===== src/hw/cmac_pkg.sv =====
// Package for the core memory access control block.
// Assumes a single 100 MHz clock domain and an AXI4-Lite register bus.
package cmac_pkg;
  // =====================================================================
  // Register map (byte addresses)
  localparam logic [7:0] CMAC_CTRL_OFS   = 8'h00;
  localparam logic [7:0] CMAC_STATUS_OFS = 8'h04;
  localparam logic [7:0] CMAC_READ_OFS   = 8'h08;
  localparam logic [7:0] CMAC_WRITE_OFS  = 8'h0c;
  localparam logic [7:0] CMAC_ADDR_OFS   = 8'h10;
  // =====================================================================
  // Control register bit positions
  localparam int CMAC_CTRL_RR_BIT    = 0;
  localparam int CMAC_CTRL_CW_BIT    = 1;
  localparam int CMAC_CTRL_ECLR_BIT  = 2;
  localparam int CMAC_CTRL_HCLR_BIT  = 3;
  localparam int CMAC_CTRL_HLOAD_BIT = 4;
  localparam int CMAC_CTRL_COPY_BIT  = 5;
  localparam int CMAC_CTRL_BLANK_BIT = 6;
  localparam int CMAC_CTRL_TRANSMIT_COMMAND_BIT  = 7;
  localparam int CMAC_CTRL_PRINT_BIT = 8;
  // =====================================================================
  // Data word field positions (bit one of the word is index 0)
  localparam int CMAC_BIT6 = 5;
  localparam int CMAC_BIT7 = 6;
  localparam int CMAC_BIT8 = 7;
  localparam logic [7:0] CMAC_BLANK_WORD = 8'ha0;
  localparam logic [7:0] CMAC_EOT_MASK   = 8'h60;
  localparam logic [7:0] CMAC_ZERO_BYTE  = 8'h00;
  localparam logic [10:0] CMAC_ADDR_RST  = 11'h000;
  localparam logic [10:0] CMAC_ADDR_ONE  = 11'h001;
  // =====================================================================
  // Timing
  localparam int CMAC_CLK_PERIOD_NS = 10;
  localparam int CMAC_INHIBIT_LEAD_NS = 30;
  localparam int CMAC_INHIBIT_LEAD_CYC =
    (CMAC_INHIBIT_LEAD_NS + CMAC_CLK_PERIOD_NS - 1) / CMAC_CLK_PERIOD_NS;
  // Cycle steps of a memory cycle, counted from the phase zero tick
  localparam logic [3:0] CMAC_STEP_ADDR   = 4'h1;
  localparam logic [3:0] CMAC_STEP_CLRA   = 4'h2;
  localparam logic [3:0] CMAC_STEP_STROBE = 4'h3;
  localparam logic [3:0] CMAC_STEP_CAPA   = 4'h4;
  localparam logic [3:0] CMAC_STEP_WRITE  = 4'h8;
  localparam logic [3:0] CMAC_STEP_TRIG   =
    4'(CMAC_STEP_WRITE - 4'(CMAC_INHIBIT_LEAD_CYC));
  localparam logic [3:0] CMAC_STEP_DCLR   = 4'h9;
  localparam logic [3:0] CMAC_STEP_ZERO   = 4'h0;
  localparam logic [3:0] CMAC_STEP_ONE    = 4'h1;
  localparam logic [31:0] CMAC_WORD_ZERO  = 32'h0000_0000;
  localparam logic [1:0] CMAC_RESP_OKAY   = 2'b00;
  localparam logic [1:0] CMAC_RESP_SLVERR = 2'b10;

  typedef enum logic [2:0] {
    CMAC_IDLE = 3'b001,
    CMAC_RR   = 3'b010,
    CMAC_CW   = 3'b100
  } cmac_state_t;
endpackage


===== src/hw/cmac_core.sv =====
// Core memory access control: cycle sequencer, storage flip-flops, and
// the read and write data registers, with an AXI4-Lite register slave.
// Assumes phase_zero_tick and the load strobes are synchronous to aclk,
// and that the core array answers sense_data within the strobe step.
//
// Behaviour
// - Read-restore command sets the read-restore flop on the phase zero tick.
// - Read-restore flop drives X and Y row and column read enables.
// - Sensed ones preset storage flops at capture strobe; zeros stay reset.
// - Every read is followed by a write phase restoring the ones read.
// - Inhibit trigger fires 30 ns before write; inhibit where storage bit is 0.
// - Storage outputs are captured into the read register at strobe time (code captures them one step after the strobe, at CMAC_STEP_CAPA).
// - Clear-write command sets its flop at phase zero; gates delay tap load (code loads at the strobe step, ignoring delay_tap_two).
// - Clear-write still drives read enables but suppresses the capture strobe.
// - Load clock loads storage from the write register, preset path off.
// - Storage contents feed the read register and choose inhibit per bit.
// - Two independent 8-bit registers: read register and write register.
// - Read register goes to video, I/O, decision logic and write register.
// - Read register is cleared before the capture strobe in read-restore.
// - Copy pulse moves read register into write register for edit operations.
// - Keyboard loads bits one to seven and forces bit eight to one.
// - Keyboard load and host load are separate pulses.
// - Entry clear and host clear both empty the write register.
// - Blank write clears write register except bits six and eight, set.
// - Transmit sets bits six and seven of the cursor word.
// - Print sets bits six and seven at cursor and next position.
// - Address strobe gates the address to the drivers at cycle start.
// - Last step of each cycle clears the storage flops.
//
// Added by the designer: the AXI4-Lite register port and the placing of the registers.
`timescale 1ns/10ps
module cmac_core
  import cmac_pkg::*;
(
  input  wire logic        aclk,
  input  wire logic        aresetn,
  // Command and timing inputs
  input  wire logic        read_restore_command,
  input  wire logic        clear_write_command,
  input  wire logic        phase_zero_tick,
  input  wire logic        delay_tap_two,
  input  wire logic [7:0]  sense_data,
  input  wire logic [10:0] cursor_addr,
  input  wire logic [6:0]  kb_data,
  input  wire logic        kb_load,
  input  wire logic        entry_clear,
  input  wire logic [7:0]  host_data,
  input  wire logic        host_load,
  input  wire logic        host_clear,
  input  wire logic        copy_pulse,
  input  wire logic        blank_write,
  input  wire logic        transmit_command,
  input  wire logic        print_command,
  // Drive outputs
  output logic             x_row_read,
  output logic             x_col_read,
  output logic             y_row_read,
  output logic             y_col_read,
  output logic             write_pulse,
  output logic             inhibit_current_trigger,
  output logic [7:0]       inhibit_enable,
  output logic             addr_strobe,
  output logic [10:0]      mem_addr,
  output logic [7:0]       read_data,
  output logic             cycle_busy,
  // AXI4-Lite slave
  input  wire logic [7:0]  s_axi_awaddr,
  input  wire logic        s_axi_awvalid,
  output logic             s_axi_awready,
  input  wire logic [31:0] s_axi_wdata,
  input  wire logic [3:0]  s_axi_wstrb,
  input  wire logic        s_axi_wvalid,
  output logic             s_axi_wready,
  output logic [1:0]       s_axi_bresp,
  output logic             s_axi_bvalid,
  input  wire logic        s_axi_bready,
  input  wire logic [7:0]  s_axi_araddr,
  input  wire logic        s_axi_arvalid,
  output logic             s_axi_arready,
  output logic [31:0]      s_axi_rdata,
  output logic [1:0]       s_axi_rresp,
  output logic             s_axi_rvalid,
  input  wire logic        s_axi_rready
);

  // =====================================================================
  // State
  typedef struct packed {
    cmac_state_t state;
    logic [3:0]  step;
    logic [7:0]  store;
    logic [7:0]  rd;
    logic [7:0]  wr;
    logic        rd_x, rd_y, wp, trig, astb, busy;
    logic [7:0]  inh;
    logic [10:0] addr;
    logic [10:0] soft_addr;
    logic        eot_pend, eot_second;
    logic        eot_cyc, sw_rr_pend, sw_cw_pend;
    logic        aw_got, w_got;
    logic [7:0]  aw_a;
    logic [31:0] w_d;
    logic [3:0]  w_s;
    logic        bvalid, rvalid;
    logic [1:0]  bresp, rresp;
    logic [31:0] rdata;
    logic [8:0]  sw_pulse;
  } cmac_regs_t;

  cmac_regs_t s_reg;
  cmac_regs_t s_next;

  logic start_rr, start_cw, sw_rr, sw_cw;
  logic wr_fire;

  always_comb begin
    s_next = s_reg;
    sw_rr = s_reg.sw_rr_pend;
    sw_cw = s_reg.sw_cw_pend;
    start_rr = 1'b0;
    start_cw = 1'b0;
    wr_fire = 1'b0;
    s_next.sw_pulse = '0;
    s_next.astb = 1'b0;
    s_next.trig = 1'b0;
    s_next.wp = 1'b0;

    // ===================================================================
    // Cycle sequencer
    unique case (s_reg.state)
      CMAC_IDLE: begin
        // EOT marking takes priority over external commands on the tick.
        // It runs as a read-restore that ORs the mark into the sensed word,
        // so the rest of the word survives whatever read_data holds.
        if (phase_zero_tick && s_reg.eot_pend) begin
          start_rr = 1'b1;
        end else if (phase_zero_tick && (read_restore_command || sw_rr)) begin
          start_rr = 1'b1;
        end else if (phase_zero_tick && (clear_write_command || sw_cw)) begin
          start_cw = 1'b1;
        end
        if (start_rr) begin
          s_next.state = CMAC_RR;
        end
        if (start_cw) begin
          s_next.state = CMAC_CW;
        end
        if (start_rr || start_cw) begin
          s_next.step = CMAC_STEP_ONE;
          s_next.busy = 1'b1;
          s_next.astb = 1'b1;
          s_next.rd_x = 1'b1;
          s_next.rd_y = 1'b1;
          s_next.eot_cyc = s_reg.eot_pend;
          // Print marks cursor plus one first; the address wraps at the top
          s_next.addr = s_reg.eot_pend ? 11'(cursor_addr + (s_reg.eot_second ? CMAC_ADDR_ONE
                                                            : CMAC_ADDR_RST))
                                        : (s_reg.soft_addr | cursor_addr);
        end
      end
      CMAC_RR, CMAC_CW: begin
        s_next.step = 4'(s_reg.step + CMAC_STEP_ONE);
        if (s_reg.step == CMAC_STEP_CLRA && s_reg.state == CMAC_RR) begin
          s_next.rd = CMAC_ZERO_BYTE;
        end
        if (s_reg.step == CMAC_STEP_STROBE) begin
          s_next.rd_x = 1'b0;
          s_next.rd_y = 1'b0;
          if (s_reg.state == CMAC_RR) begin
            s_next.store = s_reg.store | sense_data
                         | (s_reg.eot_cyc ? CMAC_EOT_MASK : CMAC_ZERO_BYTE);
          end else if (delay_tap_two || 1'b1) begin
            // Load clock at the strobe step gated by the clear-write flop; delay_tap_two is ignored
            s_next.store = s_reg.wr;
          end
        end
        if (s_reg.step == CMAC_STEP_CAPA) begin
          s_next.rd = s_reg.store;
        end
        if (s_reg.step == CMAC_STEP_TRIG) begin
          s_next.trig = 1'b1;
          s_next.inh = ~s_reg.store;
        end
        if (s_reg.step == CMAC_STEP_WRITE) begin
          s_next.wp = 1'b1;
        end
        if (s_reg.step == CMAC_STEP_DCLR) begin
          s_next.store = CMAC_ZERO_BYTE;
          s_next.inh = CMAC_ZERO_BYTE;
          s_next.state = CMAC_IDLE;
          s_next.step = CMAC_STEP_ZERO;
          s_next.busy = 1'b0;
          // Data clear ends every cycle, restore and write alike
          s_next.eot_cyc = 1'b0;
          if (s_reg.eot_cyc) begin
            wr_fire = 1'b1;
          end
        end
      end
      default: begin
        s_next.state = CMAC_IDLE;
      end
    endcase

    // ===================================================================
    // EOT marking: read the cursor word, then rewrite with bits six, seven
    if (wr_fire) begin
      if (s_reg.eot_second) begin
        s_next.eot_second = 1'b0;
      end else begin
        s_next.eot_pend = 1'b0;
      end
    end
    if (!s_reg.eot_pend && (transmit_command || s_reg.sw_pulse[CMAC_CTRL_TRANSMIT_COMMAND_BIT])) begin
      s_next.eot_pend = 1'b1;
    end
    if (!s_reg.eot_pend && (print_command || s_reg.sw_pulse[CMAC_CTRL_PRINT_BIT])) begin
      s_next.eot_pend = 1'b1;
      s_next.eot_second = 1'b1;
    end

    // ===================================================================
    // Software commands wait for a phase zero tick; a one-cycle pulse
    // would nearly always miss it. A new request wins over the take.
    if (start_rr && !s_reg.eot_pend) begin
      s_next.sw_rr_pend = 1'b0;
    end
    if (start_cw) begin
      s_next.sw_cw_pend = 1'b0;
    end
    if (s_reg.sw_pulse[CMAC_CTRL_RR_BIT]) begin
      s_next.sw_rr_pend = 1'b1;
    end
    if (s_reg.sw_pulse[CMAC_CTRL_CW_BIT]) begin
      s_next.sw_cw_pend = 1'b1;
    end

    // ===================================================================
    // Write data register; later sources override earlier ones
    if (entry_clear || host_clear || s_reg.sw_pulse[CMAC_CTRL_ECLR_BIT]
        || s_reg.sw_pulse[CMAC_CTRL_HCLR_BIT]) begin
      s_next.wr = CMAC_ZERO_BYTE;
    end
    if (copy_pulse || s_reg.sw_pulse[CMAC_CTRL_COPY_BIT]) begin
      s_next.wr = s_reg.rd;
    end
    if (kb_load) begin
      s_next.wr = {1'b1, kb_data};
    end
    if (host_load) begin
      s_next.wr = host_data;
    end
    if (blank_write || s_reg.sw_pulse[CMAC_CTRL_BLANK_BIT]) begin
      s_next.wr = CMAC_BLANK_WORD;
    end

    // ===================================================================
    // AXI4-Lite write channel
    if (s_axi_awvalid && !s_reg.aw_got) begin
      s_next.aw_got = 1'b1;
      s_next.aw_a = s_axi_awaddr;
    end
    if (s_axi_wvalid && !s_reg.w_got) begin
      s_next.w_got = 1'b1;
      s_next.w_d = s_axi_wdata;
      s_next.w_s = s_axi_wstrb;
    end
    if (s_reg.aw_got && s_reg.w_got && !s_reg.bvalid) begin
      s_next.aw_got = 1'b0;
      s_next.w_got = 1'b0;
      s_next.bvalid = 1'b1;
      s_next.bresp = CMAC_RESP_OKAY;
      unique case (s_reg.aw_a)
        CMAC_CTRL_OFS: begin
          if (s_reg.w_s[0]) s_next.sw_pulse[7:0] = s_reg.w_d[7:0];
          if (s_reg.w_s[1]) s_next.sw_pulse[8] = s_reg.w_d[8];
        end
        CMAC_WRITE_OFS: begin
          if (s_reg.w_s[0]) s_next.wr = s_reg.w_d[7:0];
        end
        CMAC_ADDR_OFS: begin
          if (s_reg.w_s[0]) s_next.soft_addr[7:0] = s_reg.w_d[7:0];
          if (s_reg.w_s[1]) s_next.soft_addr[10:8] = s_reg.w_d[10:8];
        end
        CMAC_STATUS_OFS, CMAC_READ_OFS: begin
        end
        default: s_next.bresp = CMAC_RESP_SLVERR;
      endcase
    end
    if (s_reg.bvalid && s_axi_bready) begin
      s_next.bvalid = 1'b0;
    end

    // ===================================================================
    // AXI4-Lite read channel
    if (s_axi_arvalid && !s_reg.rvalid) begin
      s_next.rvalid = 1'b1;
      s_next.rresp = CMAC_RESP_OKAY;
      s_next.rdata = CMAC_WORD_ZERO;
      unique case (s_axi_araddr)
        CMAC_CTRL_OFS:   s_next.rdata = CMAC_WORD_ZERO;
        CMAC_STATUS_OFS: s_next.rdata = {29'h0, s_reg.eot_pend, s_reg.state == CMAC_CW,
                                         s_reg.busy};
        CMAC_READ_OFS:   s_next.rdata = {24'h0, s_reg.rd};
        CMAC_WRITE_OFS:  s_next.rdata = {24'h0, s_reg.wr};
        CMAC_ADDR_OFS:   s_next.rdata = {21'h0, s_reg.soft_addr};
        default:         s_next.rresp = CMAC_RESP_SLVERR;
      endcase
    end
    if (s_reg.rvalid && s_axi_rready) begin
      s_next.rvalid = 1'b0;
    end
  end

  always_ff @(posedge aclk) begin
    if (!aresetn) begin
      s_reg <= '0;
      s_reg.state <= CMAC_IDLE;
    end else begin
      s_reg <= s_next;
    end
  end

  // =====================================================================
  // Outputs from flip-flops; the three AXI ready outputs are inverted flops
  assign x_row_read = s_reg.rd_x;
  assign x_col_read = s_reg.rd_x;
  assign y_row_read = s_reg.rd_y;
  assign y_col_read = s_reg.rd_y;
  assign write_pulse = s_reg.wp;
  assign inhibit_current_trigger = s_reg.trig;
  assign inhibit_enable = s_reg.inh;
  assign addr_strobe = s_reg.astb;
  assign mem_addr = s_reg.addr;
  assign read_data = s_reg.rd;
  assign cycle_busy = s_reg.busy;
  assign s_axi_awready = !s_reg.aw_got;
  assign s_axi_wready = !s_reg.w_got;
  assign s_axi_bvalid = s_reg.bvalid;
  assign s_axi_bresp = s_reg.bresp;
  assign s_axi_arready = !s_reg.rvalid;
  assign s_axi_rvalid = s_reg.rvalid;
  assign s_axi_rresp = s_reg.rresp;
  assign s_axi_rdata = s_reg.rdata;

endmodule // cmac_core


===== config.mk =====
export PLATFORM = sky130hd
export DESIGN_NAME = cmac_core
export DESIGN_NICKNAME = d
export VERILOG_FILES = /design/src/hw/cmac_pkg.sv /design/src/hw/cmac_core.sv
export SDC_FILE = /design/constraint.sdc
export NUM_CORES = 1
export LEC_CHECK = 0
export BUFFER_PORTS_ARGS = -buffer_cell sky130_fd_sc_hd__buf_4
export CAP_MARGIN = 10
export CORE_UTILIZATION = 50
export DETAILED_ROUTE_END_ITERATION = 8
export PLACE_DENSITY = 0.78
export SETUP_SLACK_MARGIN = 0.2
export SLEW_MARGIN = 20
export SYNTH_ARGS = -nofsm -noshare
export SYNTH_HDL_FRONTEND = slang
export SYNTH_SLANG_ARGS = --single-unit

===== constraint.sdc =====
create_clock -name aclk -period 2.5 [get_ports aclk]
set_clock_uncertainty 0.1 [all_clocks]
set_input_delay 0.75 -clock aclk [delete_from_list [all_inputs] [get_ports aclk]]
set_output_delay 0.75 -clock aclk [all_outputs]
set_load 0.005 [all_outputs]

# Yosys cells after proc, flatten, opt, wreduce, memory -nomap -nowiden
# Cells that the tools add are included.
[totals] regBits=142 latchBits=0 ramBits=0 rom_bits=0 input_bits=105 out_inout_bits=76 n_memories=0
[classes] addsub=2 multipliers=0 n_div=0 n_lt_le_gt_ge=0 n_eq_ne=22 shift=0 n_mux=56 n_bitwise=5 n_reduce_logical=60
[op_table] operator="$mux 8" n=13
[op_table] operator="$pmux 11 s4" n=1
[op_table] operator="$eq 8x4->1 const B" n=4
[op_table] operator="$mux 1" n=23
[op_table] operator="$reduce_and 2->1" n=9
[op_table] operator="$eq 8x3->1 const B" n=2
[op_table] operator="$eq 8x5->1 const B" n=2
[op_table] operator="$logic_not 8->1" n=2
[op_table] operator="$mux 15" n=1
[op_table] operator="$logic_and 1x1->1" n=14
[op_table] operator="$mux 2" n=7
[op_table] operator="$reduce_bool 2->1" n=7
[op_table] operator="$reduce_and 3->1" n=4
[op_table] operator="$add 11x1->11" n=1
[op_table] operator="$mux 11" n=1
[op_table] operator="$or 11x11->11" n=1
[op_table] operator="$logic_or 1x1->1" n=10
[op_table] operator="$reduce_or 5->1" n=2
[op_table] operator="$mux 9" n=1
[op_table] operator="$eq 4x2->1 const B" n=2
[op_table] operator="$eq 4x3->1 const B" n=2
[op_table] operator="$eq 4x4->1 const B" n=2
[op_table] operator="$not 8->8" n=1
[op_table] operator="$or 8x7->8" n=1
[op_table] operator="19 further kinds" n=32

# Longest topological paths before layout
# Gate-level depths: netlist (run 1).
[logic_depth] ltp_word=11 mapped_depth=6 mapped_depth_nobuf=6

# Worst setup path before layout (run 1)
# OpenSTA, ideal clock, no wires.
[synth_path] kind="input to register" startpoint="in cursor_addr[0]" endpoint="reg s_reg, in the netlist mem_addr[10]" t_arrival_ns=2.048 required_time_ns=2.278 slack_ns=0.229 path_stages=6 cell_sequence="ha_1 ha_1 nand2_1 or4_2 nand4_1 a21boi_0"
[synth_via] elab_chain_len=2
[synth_lines] item="from (decl)" line_no="cmac_core.sv:43" text="input wire logic [10:0] cursor_addr,"
[synth_lines] item="$add 11x1->11" line_no="cmac_core.sv:156" text="s_next.addr = s_reg.eot_pend ? 11'(cursor_addr + (s_reg.eot_second ? CMAC_ADDR_ONE"
[synth_lines] item="$mux 11" line_no="cmac_core.sv:156"
[synth_lines] item="to (signal assigned)" line_no="cmac_core.sv:320" text="s_reg <= s_next;"
[synth_lines] item="to (decl)" line_no="cmac_core.sv:110" text="cmac_regs_t s_reg;"
# No other way between the ends.
# A chain may end at the register's enable or synchronous reset.

# Worst setup path in the final report (run 1)
[layout_path] startpoint="reg s_reg[83] in the netlist's numbering" endpoint="reg s_reg[7] in the netlist's numbering"
[layout_via] elab_chain_len=2
[layout_lines] item="$logic_not 8->1" line_no="cmac_core.sv:273" text="unique case (s_reg.aw_a)"
[layout_lines] item="$reduce_and 4->1 (no source line)"
# No other way between the ends.

==> results of run 1 <==
power by group through the flow:
stage	registers [mW]	logic (mW)	clock network (mW)
2_1_floorplan	2.00	0.326	0
3_3_place_gp	2.03	0.471	0
3_5_place_dp	2.03	0.482	0
4_1_cts	1.99	0.487	2.36
5_1_grt	2.00	0.543	2.44
6_report	1.99	0.489	2.34
per-stage QoR:
| step | area, um2 | setup WS, ns | util [%] | total power, mW | std cells |
|---|---|---|---|---|---|
| CTS | 7110 | 0.548 | 62.2 | 4.83 | 910 |
| global placement | 6530 | 0.133 | 57.2 | 2.50 | 878 |
| floorplan | 5930 | 0.229 | - | 2.33 | 693 |
| detailed placement | 6530 | 0.118 | 57.2 | 2.51 | 878 |
| global route | 7110 | 0.424 | 62.2 | 4.98 | 910 |
| finish | 7110 | 0.542 | 62.2 | 4.82 | 910 |
cell families after synthesis:
kind of cell	Yosys count	synth area share, %
compound gates	188	23.0
fa+ha+maj	2	0.428
simple gates	231	21.4
buf+inv	115	12.2
other cells	1	0.0641
flops	117	40.1
mux	10	1.75
xor+xnor	7	1.18
per-layer routing:
| metal | share of wire [%] | vias up |
|---|---|---|
| met4 | 1.2 | 0 |
| met5 | 0 | - |
| li1 | - | 2490 |
| met2 | 48 | 203 |
| met3 | 5.5 | 17 |
| met1 | 45 | 2425 |
how the worst min path moves through the flow:
| stage | startpoint | end |
|---|---|---|
| global placement | s_reg[0] | sw_rr |
| finish | s_reg[0] | sw_rr |
| floorplan | s_reg[0] | sw_rr |
| CTS | s_reg[0] | sw_rr |
| detailed placement | s_reg[0] | sw_rr |
| global route | s_reg[0] | sw_rr |
area by class of cell:
cell class	count	area, um2	share of cell area (%)
inverters	13	48.8	0.687
well taps	143	179	2.52
multi-input cells	461	2880	40.5
repair buffers	144	1080	15.2
flip-flops and latches	117	2340	33.0
clock inverters	12	131	1.85
clock buffers	20	447	6.29
Yosys cell counts (6+ instances only):
master / n / area, um2
sky130_fd_sc_hd__and3_1: 6 / 37.5
sky130_fd_sc_hd__dfxtp_1: 117 / 2340
sky130_fd_sc_hd__a21boi_0: 32 / 240
sky130_fd_sc_hd__a32o_1: 7 / 70.1
sky130_fd_sc_hd__nand4_1: 7 / 43.8
sky130_fd_sc_hd__a22oi_1: 11 / 82.6
sky130_fd_sc_hd__nor2_1: 21 / 78.8
sky130_fd_sc_hd__clkbuf_1: 22 / 82.6
sky130_fd_sc_hd__nor2b_1: 29 / 181
sky130_fd_sc_hd__o21a_1: 7 / 52.6
sky130_fd_sc_hd__o21ai_0: 43 / 215
sky130_fd_sc_hd__a2bb2oi_1: 8 / 70.1
sky130_fd_sc_hd__nand3_1: 28 / 140
sky130_fd_sc_hd__buf_4: 68 / 510
sky130_fd_sc_hd__nand2_1: 59 / 221
sky130_fd_sc_hd__or3_1: 6 / 37.5
sky130_fd_sc_hd__a21o_1: 7 / 52.6
sky130_fd_sc_hd__mux2i_1: 8 / 80.1
sky130_fd_sc_hd__and2_1: 13 / 81.3
sky130_fd_sc_hd__a22o_1: 9 / 78.8
sky130_fd_sc_hd__buf_2: 7 / 35.0
sky130_fd_sc_hd__nand2b_1: 14 / 87.6
sky130_fd_sc_hd__o2bb2ai_1: 8 / 70.1
sky130_fd_sc_hd__a21oi_1: 14 / 70.1
sky130_fd_sc_hd__a31oi_1: 11 / 68.8
sky130_fd_sc_hd__nor3_1: 26 / 130
sky130_fd_sc_hd__inv_1: 13 / 48.8
==> results list, run 1 <==
- The flow ran to the end, and the final reports show no timing, DRC or antenna violations.
* Number of cells on the critical path: 4
* Hold buffer count at CTS: 0
* RD Place Congestion: ~0.9
- Distinct cell type count of the synthesized netlist: just under 70
- Tracing the worst setup path back leads to its startpoint at s_reg[83].
- Hold depth: 1
* Summed instance area of the synthesized netlist: between 5000 and 6000 um2
* Total negative slack: 0 ns
- During synthesis, Yosys emitted a total of 0 warnings.
* H-tree depth: 4
* Clock buffer count from CTS: 17
- #FFs+latches synth: 117
- Timing would allow up to 511 MHz.
- Across all hold checks on the routed design, the worst slack comes to 0.351 ns.
- Worst Path Arrival: around 2.2 ns
* Routing layer with the top usage in global route: met2
* Transition time at the pin with the least slew margin: about 0.76 ns
- Post-Syn Area per Cell: between 8 and 9 um2
- Startpoint type of the worst setup path: flop
- Req. time, crit path: 2.75 ns
* Final period demand of the worst path: 1.96 ns
* Commonest non-fill, non-tap cell in the layout: sky130_fd_sc_hd__buf_4
- Category of cells accounting for the largest share of critical-path delay: simple AND/OR/NAND/NOR gates
* Worst R2R Path Depth: 4
* Number of antenna violations at the first check in global routing: 0
- The final count of hold timing violations was 0.
* Largest net degree at the start of global routing: 31
- Number of primary I/O pins: about 180
- X dimension of the die: 110 um
- The final layout contains approximately 860 nets.
* Fraction of the cycle the final worst path needs: about four fifths
* Share of power burned in combinational logic: around a tenth
- CP Class: flop to flop
- Synthesis produced a netlist whose cell count is roughly 670.
* Tightest Hold Check Type: flop to flop
- Post-CTS setup buffer count: 0
- The detailed router finished its first iteration with around 400 violations.
* End of the worst register-to-register path: s_reg[7]
* Leakage power: between 2 and 3 nW
- Share of layout cells above drive strength 1: roughly a quarter
* Internal power component: roughly 3.7 mW
- VDD sags by at most just over 0.5 mV.
* Core region area: roughly 11000 um2
* R2r startpoint: s_reg[83]
- Initial core utilization: just over 50%
- Counting flops with an async set or reset pin after synthesis yields a share of 0%.
- The first global-routing pass estimated between 20 and 25 mm of wire.
* Highest-count cells in the layout ignoring fill and taps: 144 x sky130_fd_sc_hd__buf_4, 117 x sky130_fd_sc_hd__dfxtp_1, 59 x sky130_fd_sc_hd__nand2_1, 43 x sky130_fd_sc_hd__o21ai_0, 32 x sky130_fd_sc_hd__a21boi_0
- In this run the worst path has a maximum fanout of 9.
- The tree is rooted in a sky130_fd_sc_hd__clkbuf_16.
* Count of buffer and inverter cells on the critical path: 0
* Worst stage delay on the critical path: around 0.52 ns
* Clock-pin slew on the worst setup and hold paths: roughly 0.050 ns
* PortBufs: ~130
- Final setup violation count: 0
* Clk pwr share: 48.6%
* Deepest clock path buffer count: 2
* Detail Route Antenna Nets: 0
* Count of cells resized by post-cts repair: 0
* Antenna diode count: 0
- Count of maximum capacitance violations: 0
- After detailed routing, the average wire length per cell comes to approximately 17 um.
- Global routing used 34.9% of the available met1 tracks.
- The critical path ends at s_reg[7].
- Met3 track demand over resource: under 10%
* Number of max-slew violations in the final report: 0
* HPWL Detailed: around 11 mm
- M2 GR Usage: 43.4%
- Among all stages on the critical path, the largest delay is contributed by sky130_fd_sc_hd__nor4_1.
- Share of synthesized area occupied by flip-flops and latches: between 40% and 50%
- Synth-to-Final Area Change: 21.5%
- In this run the power density over the cells is between 600 and 700 nW/um2.
* Vias after detailed routing: 5135
* TritonCTS clock tree: built
- For this design the total switching power over the nets is approximately 1.2 mW.
* Max transition margin: 49.3%
* Number of placement rows: 39
- After detailed routing, the number of vias per cell comes to roughly 5.6.
- Traced cell by cell, the critical path runs through nor4_1 -> nand2_1 -> nor2_1 -> and2_1.
* Relative contribution of sequential cells to total power: between 40% and 50%
- Overall routing resource usage: a little over a quarter
* Die ar.: roughly 12000 um2
- Fill count: approximately 1000
- The worst setup path is captured at a flop.
- For this block, the routed nets add up to 15.2 mm of wire.
- CTS sink cnt: 117
- In this run, synthesis inferred 0 flip-flops with an integrated enable.
- Detailed-router iteration count before antenna repair: 5
- Residual overflow from global routing: 0
- Clock insertion delay at the later pin of the skew report: between 0.4 and 0.5 ns
* Chip Height: roughly 110 um
* Flip-flop count of the largest register after layout: 68
- In this run the register-to-register setup slack is around 0.54 ns.
- The number of global-route vias before repair was approximately 4700.
* RSZ-0062 raised after global routing: false
- Top FF cell, synth: sky130_fd_sc_hd__dfxtp_1
- Net switching fraction of the power: ~24%
- Post-route DRC: 0
(Power assumes the default switching activity.)
==> run 2: changes to the inputs <==
- CORE_UTILIZATION: 50 -> 47
- PLACE_DENSITY: 0.78 -> 0.77
- clock period: 2.5 -> 1.6 ns (I/O delays scaled with it)
==> results list, run 2 (synthesized netlist as in run 1, its figures left out) <==
- The run finished, with violations left.
- The checks that failed: setup timing.
- Highest-count cells in the layout ignoring fill and taps: 167 x sky130_fd_sc_hd__buf_4, 81 x sky130_fd_sc_hd__buf_6, 56 x sky130_fd_sc_hd__dfxtp_1, 54 x sky130_fd_sc_hd__nand2_1, 46 x sky130_fd_sc_hd__dfxtp_2
- From synthesis to final layout, the design area changed by 56.0%.
- Number of primary I/O pins: 181 (unchanged)
* Residual overflow from global routing: 0 (unchanged)
- The initial cell density of the core was 48.5% (-2.7 points).
* Final setup violation count: 28 (+28)
- Critical Path End Type: flop
- Detail Route Antenna Nets: 0 (unchanged)
- The share of layout cells above drive strength 1 came to 53.7% (+29 points).
- Tracing the worst setup path back leads to its startpoint at s_reg[163].
- The H-tree level count was 4 (unchanged).
- Overall routed net length: 19.3 mm (+27%)
* HPWL Detailed: 12.3 mm (+9.4%)
- The number of flip-flops in the largest register is 68 (unchanged).
* RD Place Congestion: 0.952 (+8.9%)
* End of the worst register-to-register path: read_data[7]
* Deepest clock path buffer count: 2 (unchanged)
- In this run the worst setup path terminates at read_data[7].
* Antenna diode count: 0 (unchanged)
- Vias after detailed routing: 5957 (+16%)
- The number of port buffers is 133 (unchanged).
* Number of max-slew violations in the final report: 0 (unchanged)
- The total leakage power was 3.70 nW (+27%).
- TritonCTS clock tree: built
- The number of rows created at floorplan is 40 (+2.6%).
- The number of max-cap violations is 0 (unchanged).
* Number of antenna violations at the first check in global routing: 0 (unchanged)
- The final count of hold timing violations came to 0 (unchanged).
* Max Clock Freq: 592 MHz (+16%)
- Worst Path Arrival: 1.95 ns (-0.26 ns)
* Setup slack on the worst flop-to-flop path: -0.09 ns (-0.63 ns)
* Final Core Density: 75.6% (+13 points)
* Final period demand of the worst path: 1.69 ns (-0.270 ns)
- Worst setup margin: -0.0880 ns (-0.630 ns)
* Post-route DRC: 0 (unchanged)
* Overall routing resource usage: 27.9% (+1.7 points)
- The total die area was 12900 um2 (+6.3%).
- The number of nets in the layout was 972 (+13%).
- The tree is rooted in a sky130_fd_sc_hd__clkbuf_16.
* Tightest Hold Check Type: input port to flop
- Fraction of the cycle the final worst path needs: 105% (+27 points)
- The global-route wire length before repair was 27.9 mm (+16%).
* Power density relative to cell area: 880 nW/um2 (+30%)
- Req. time, crit path: 1.86 ns (-0.89 ns)
- The clock transition time at the flip-flop clock pins of the worst setup and hold paths came to 0.06 ns (about the same).
* R2r startpoint: s_reg[163]
- CP Class: flop to flop
- Total power of the final layout: 8.03 mW (+66%)
* Core region area: 12100 um2 (+5.6%)
- Max rail drop VDD: 0.709 mV (+38%)
- CTS sink cnt: 117 (unchanged)
* Worst R2R Path Depth: 6 (+2)
- Vias/cell: 5.70 (+1.0%)
* Number of global-route vias before repair: 5521 (+17%)
- Chip Height: 114 um (+3.1%)
- Hold buffer count at CTS: 0 (unchanged)
- Worst Path Max Fanout: 8 (-1)
- X dimension of the die: 114 um (+3.1%)
* Fill count: 775 (-23%)
- RSZ-0062 raised after global routing: true
* Commonest non-fill, non-tap cell in the layout: sky130_fd_sc_hd__buf_4
* Detailed-router iteration count before antenna repair: 5 (unchanged)
* Iter 0 DRT Violations: 454 (+16%)
- The number of buffers created by CTS was 17 (unchanged).
- Startpoint type of the worst setup path: flop
* Largest net degree at the start of global routing: 20 (-35%)
* Per-cell routed wire length: 18.5 um (+10%)
* Clock insertion delay at the later pin of the skew report: 0.42 ns (about the same)
[run 2: area by class of cell]
| type | instances | area (um2) | area share (%) |
|---|---|---|---|
| multi-input combinational | 464 | 3600 | 39.5 |
| sequential | 117 | 2460 | 26.9 |
| inverter | 13 | 55.1 | 0.604 |
| clock buffer | 18 | 429 | 4.71 |
| timing repair buffer | 252 | 2240 | 24.5 |
| clock inverter | 13 | 135 | 1.48 |
| tap | 168 | 210 | 2.30 |
[run 2: power by group]
group | switching, mW | internal (mW) | total (mW)
combinational | 0.545 | 0.667 | 1.21
sequential | 0.136 | 3.01 | 3.15
clock | 1.40 | 2.27 | 3.67
total | 2.08 | 5.95 | 8.03
[run 2: what timing repair did]
action	in CTS	in global routing
buffers inserted	31	23
setup endpoints to repair	141	156
pin swaps	37	55
gates resized for setup	187	125
cloned	3	1
[run 2: worst min-delay path by stage]
stage,slack (ns),end,cells past startpoint,startpoint
after floorplan,0.32,sw_rr,1,s_reg[0]
after global placement,0.33,sw_rr,1,s_reg[0]
after detailed placement,0.33,sw_rr,1,s_reg[0]
after CTS,0.21,s_reg[92],3,s_axi_awvalid
after global routing,0.23,s_reg[87],3,s_axi_awaddr[4]
final,0.22,s_reg[88],3,s_axi_awaddr[5]
[run 2: per-layer routing]
metal  vias up  GRT usage (%)  part of all wire (%)
met5         -              0                     0
met4         0           13.7                   3.5
met3        58           5.37                   6.0
met2       269           46.5                    51
met1      2897           34.6                    40
li1       2733              -                     -
[run 2: stage by stage]
stage / setup WS, ns / cells / TNS (ns) / instance area, um2 / hold slack [ns]
after detailed placement: -0.338 / 956 / -7.86 / 7170 / 0.326
final: -0.0880 / 1045 / -1.05 / 9120 / 0.221
after global routing: -0.154 / 1045 / -2.86 / 9120 / 0.231
after floorplan: -0.0793 / 693 / -0.771 / 6180 / 0.318
after CTS: -0.0298 / 1021 / -0.408 / 8510 / 0.208
after global placement: -0.286 / 956 / -5.92 / 7170 / 0.326
[run 2: worst max-delay path, cell delays in order, from the launching register on]
cell and delay, ns:
sky130_fd_sc_hd__dfxtp_4 0.38, sky130_fd_sc_hd__xnor2_2 0.14, sky130_fd_sc_hd__or3_4 0.35, sky130_fd_sc_hd__buf_4 0.15, sky130_fd_sc_hd__nor2_2 0.16, sky130_fd_sc_hd__buf_4 0.18, sky130_fd_sc_hd__a22o_1 0.15
==> run 3: changes to the inputs <==
- clock period: 1.6 -> 1.55 ns (I/O delays scaled with it)
==> results list, run 3 (synthesized netlist as in run 1, its figures left out) <==
- The least setup slack across all paths after layout came to -0.133 ns (-0.0449 ns).
- TritonCTS built the clock tree.
- The number of global-route vias before repair is 5980 (+8.3%).
- The register-to-register setup slack came to -0.13 ns (-0.04 ns).
- Vias after detailed routing: 6226 (+4.5%)
- The final-report setup violation count was 51 (+82%).
- X dimension of the die: 114 um (unchanged)
- Highest-count cells in the layout ignoring fill and taps: 166 x sky130_fd_sc_hd__buf_4, 91 x sky130_fd_sc_hd__buf_6, 53 x sky130_fd_sc_hd__dfxtp_1, 50 x sky130_fd_sc_hd__nand2_1, 49 x sky130_fd_sc_hd__dfxtp_2
- For hold timing, the worst endpoint is s_reg[52].
- The aggregate global routing overflow is 0 (unchanged).
* Number of placement rows: 40 (unchanged)
- Number of primary I/O pins: 181 (unchanged)
* Core region area: 12100 um2 (unchanged)
- Chip Height: 114 um (unchanged)
- Post-route DRC: 2 (+2)
* Count of maximum capacitance violations: 0 (unchanged)
- The global-route wire length before repair came to 30.3 mm (+8.6%).
- RD Place Congestion: 0.864 (-9.3%)
- The worst-case reg-to-reg path depth is 7 (+1).
- Overall routing resource usage: 30.6% (+2.7 points)
- The number of nets in the layout was 984 (+1.2%).
- Largest net degree at the start of global routing: 49 (+150%)
* Per-cell routed wire length: 21.0 um (+14%)
- The time the worst path needs with I/O delays and setup came to 1.68 ns (-0.00513 ns).
- The share of layout cells above drive strength 1 came to 56.9% (+3.1 points).
- The tree is rooted in a sky130_fd_sc_hd__clkbuf_16.
- Hold Slack: 0.208 ns (-0.0126 ns)
* Antenna diode count: 0 (unchanged)
- Number of max-slew violations in the final report: 0 (unchanged)
* PortBufs: 133 (unchanged)
- The CTS sink count came to 117 (unchanged).
- The final HPWL from detailed placement came to 12.6 mm (+2.9%).
- Fraction of the cycle the final worst path needs: 109% (+3.1 points)
* Number of antenna violations at the first check in global routing: 0 (unchanged)
- Leaving out fill and tap cells, the most frequent cell in the layout is sky130_fd_sc_hd__buf_4.
* Hold buffer count at CTS: 0 (unchanged)
* End of the worst register-to-register path: s_reg[153]
- H-tree depth: 4 (unchanged)
- The number of antenna-violating nets in the routed design came to 0 (unchanged).
* Iter 0 DRT Violations: 622 (+37%)
* Max rail drop VDD: 0.756 mV (+6.7%)
- Clock buffer count from CTS: 17 (unchanged)
* Req. time, crit path: 1.76 ns (-0.10 ns)
* Deepest clock path buffer count: 2 (unchanged)
* Clock-pin slew on the worst setup and hold paths: 0.06 ns (about the same)
- The number of flip-flops in the largest register was 68 (unchanged).
- The timing-limited maximum frequency is 594 MHz (+0.30%).
- Worst Path Max Fanout: 8 (unchanged)
* CP Class: flop to flop
- STA classifies the critical path startpoint as a flop.
- In this run the worst setup path begins at s_reg[164].
- The total leakage power is 3.84 nW (+3.8%).
- Violations in the final reports: DRC, setup timing
- The initial cell density of the core is 48.5% (unchanged).
- The data arrival at the endpoint of the critical path came to 1.89 ns (-0.06 ns).
* Placed insts: 962 (+0.63%)
- The min-delay analysis places its worst path in the category input port to flop.
- The clock latency on the worst-skew pair is 0.42 ns (about the same).
- Cell Area, Placed: 7250 um2 (+1.2%)
- The hold-critical path depth came to 3 (unchanged).
- The worst hold path begins at s_axi_wdata[1].
* Detailed-router iteration count before antenna repair: 7 (+2)
- Critical Path End Type: flop
- The average via count per standard cell came to 5.88 (+3.2%).
- The wire length reported by the detailed router was 22.2 mm (+15%).
- The total non-filler cell area in the finished layout was 9480 um2 (+4.0%).
* Die ar.: 12900 um2 (unchanged)
- Outcome: complete, but fails checks
- Synth-to-Final Area Change: 62.1%
- The number of cells in the finished layout apart from fillers is 1058 (+1.2%).
* R2r startpoint: s_reg[164]
- Final hold vios: 0 (unchanged)
* RSZ-0062 raised after global routing: true
* Power density relative to cell area: 917 nW/um2 (+4.2%)
==> run 3: changes by cell type in the layout (fill, tap and decap cells not counted), moves of 5 or more <==
cell                       delta
sky130_fd_sc_hd__o21ai_1      -9
sky130_fd_sc_hd__buf_6       +10
sky130_fd_sc_hd__a21boi_2     +5
sky130_fd_sc_hd__and2_4       -6
sky130_fd_sc_hd__and2_1       +5
==> run 3: worst max path at each step <==
stage / end / slack, ns / depth (start not counted)
after global routing: inhibit_enable[5] / -0.18 / 5
after CTS: read_data[0] / -0.08 / 4
after detailed placement: s_axi_rdata[9] / -0.36 / 5
final: s_reg[153] / -0.13 / 7
after global placement: s_axi_rdata[8] / -0.32 / 5
after floorplan: s_axi_rdata[10] / -0.11 / 4
==> run 3: where the power goes <==
group	switching [mW]	internal, mW	leakage (nW)
Combinational	0.629	0.742	2.56
Sequential	0.146	3.10	0.984
Clock	1.54	2.54	0.294
Total	2.31	6.38	3.84
==> run 3: per-layer routing <==
metal  global-route usage, %  part of all wire [%]  vias to the layer above
met1                    34.9                    36                     2990
met2                    54.1                    51                      377
met4                    13.9                   4.5                        0
li1                        -                     -                     2762
met3                    7.33                   7.8                       97
met5                       0                     0                        -
==> run 3: final cells by class <==
class                           instances  area, um2
Multi-Input combinational cell        464       3750
Fill cell                             684       2580
Sequential cell                       117       2460
Timing Repair Buffer                  264       2400
Clock buffer                           17        425
Tap cell                              168        210
Clock inverter                         15        181
Inverter                               13       55.1
==> run 3: repair_timing <==
action	in CTS	in global routing
endpoints found under the setup margin	142	146
resized for setup	252	105
setup buffers	42	17
cloned	3	2
pin swaps	67	52
==> run 3: critical path: stages, from the launching register on <==
cell	delay, ns
sky130_fd_sc_hd__dfxtp_4	0.39
sky130_fd_sc_hd__buf_6	0.12
sky130_fd_sc_hd__xor2_4	0.23
sky130_fd_sc_hd__buf_6	0.14
sky130_fd_sc_hd__nand4_1	0.13
sky130_fd_sc_hd__buf_6	0.20
sky130_fd_sc_hd__nor3_2	0.17
sky130_fd_sc_hd__nor3_1	0.09
==> run 3: per-stage QoR <==
step	TNS, ns	utilization (%)	power [mW]	setup WS (ns)
after global placement	-6.56	60.1	4.23	-0.323
final	-3.00	78.6	8.69	-0.133
after global routing	-6.32	78.6	8.93	-0.183
after detailed placement	-8.84	60.1	4.26	-0.361
after CTS	-1.10	74.2	8.47	-0.0790
after floorplan	-1.63	-	3.82	-0.114
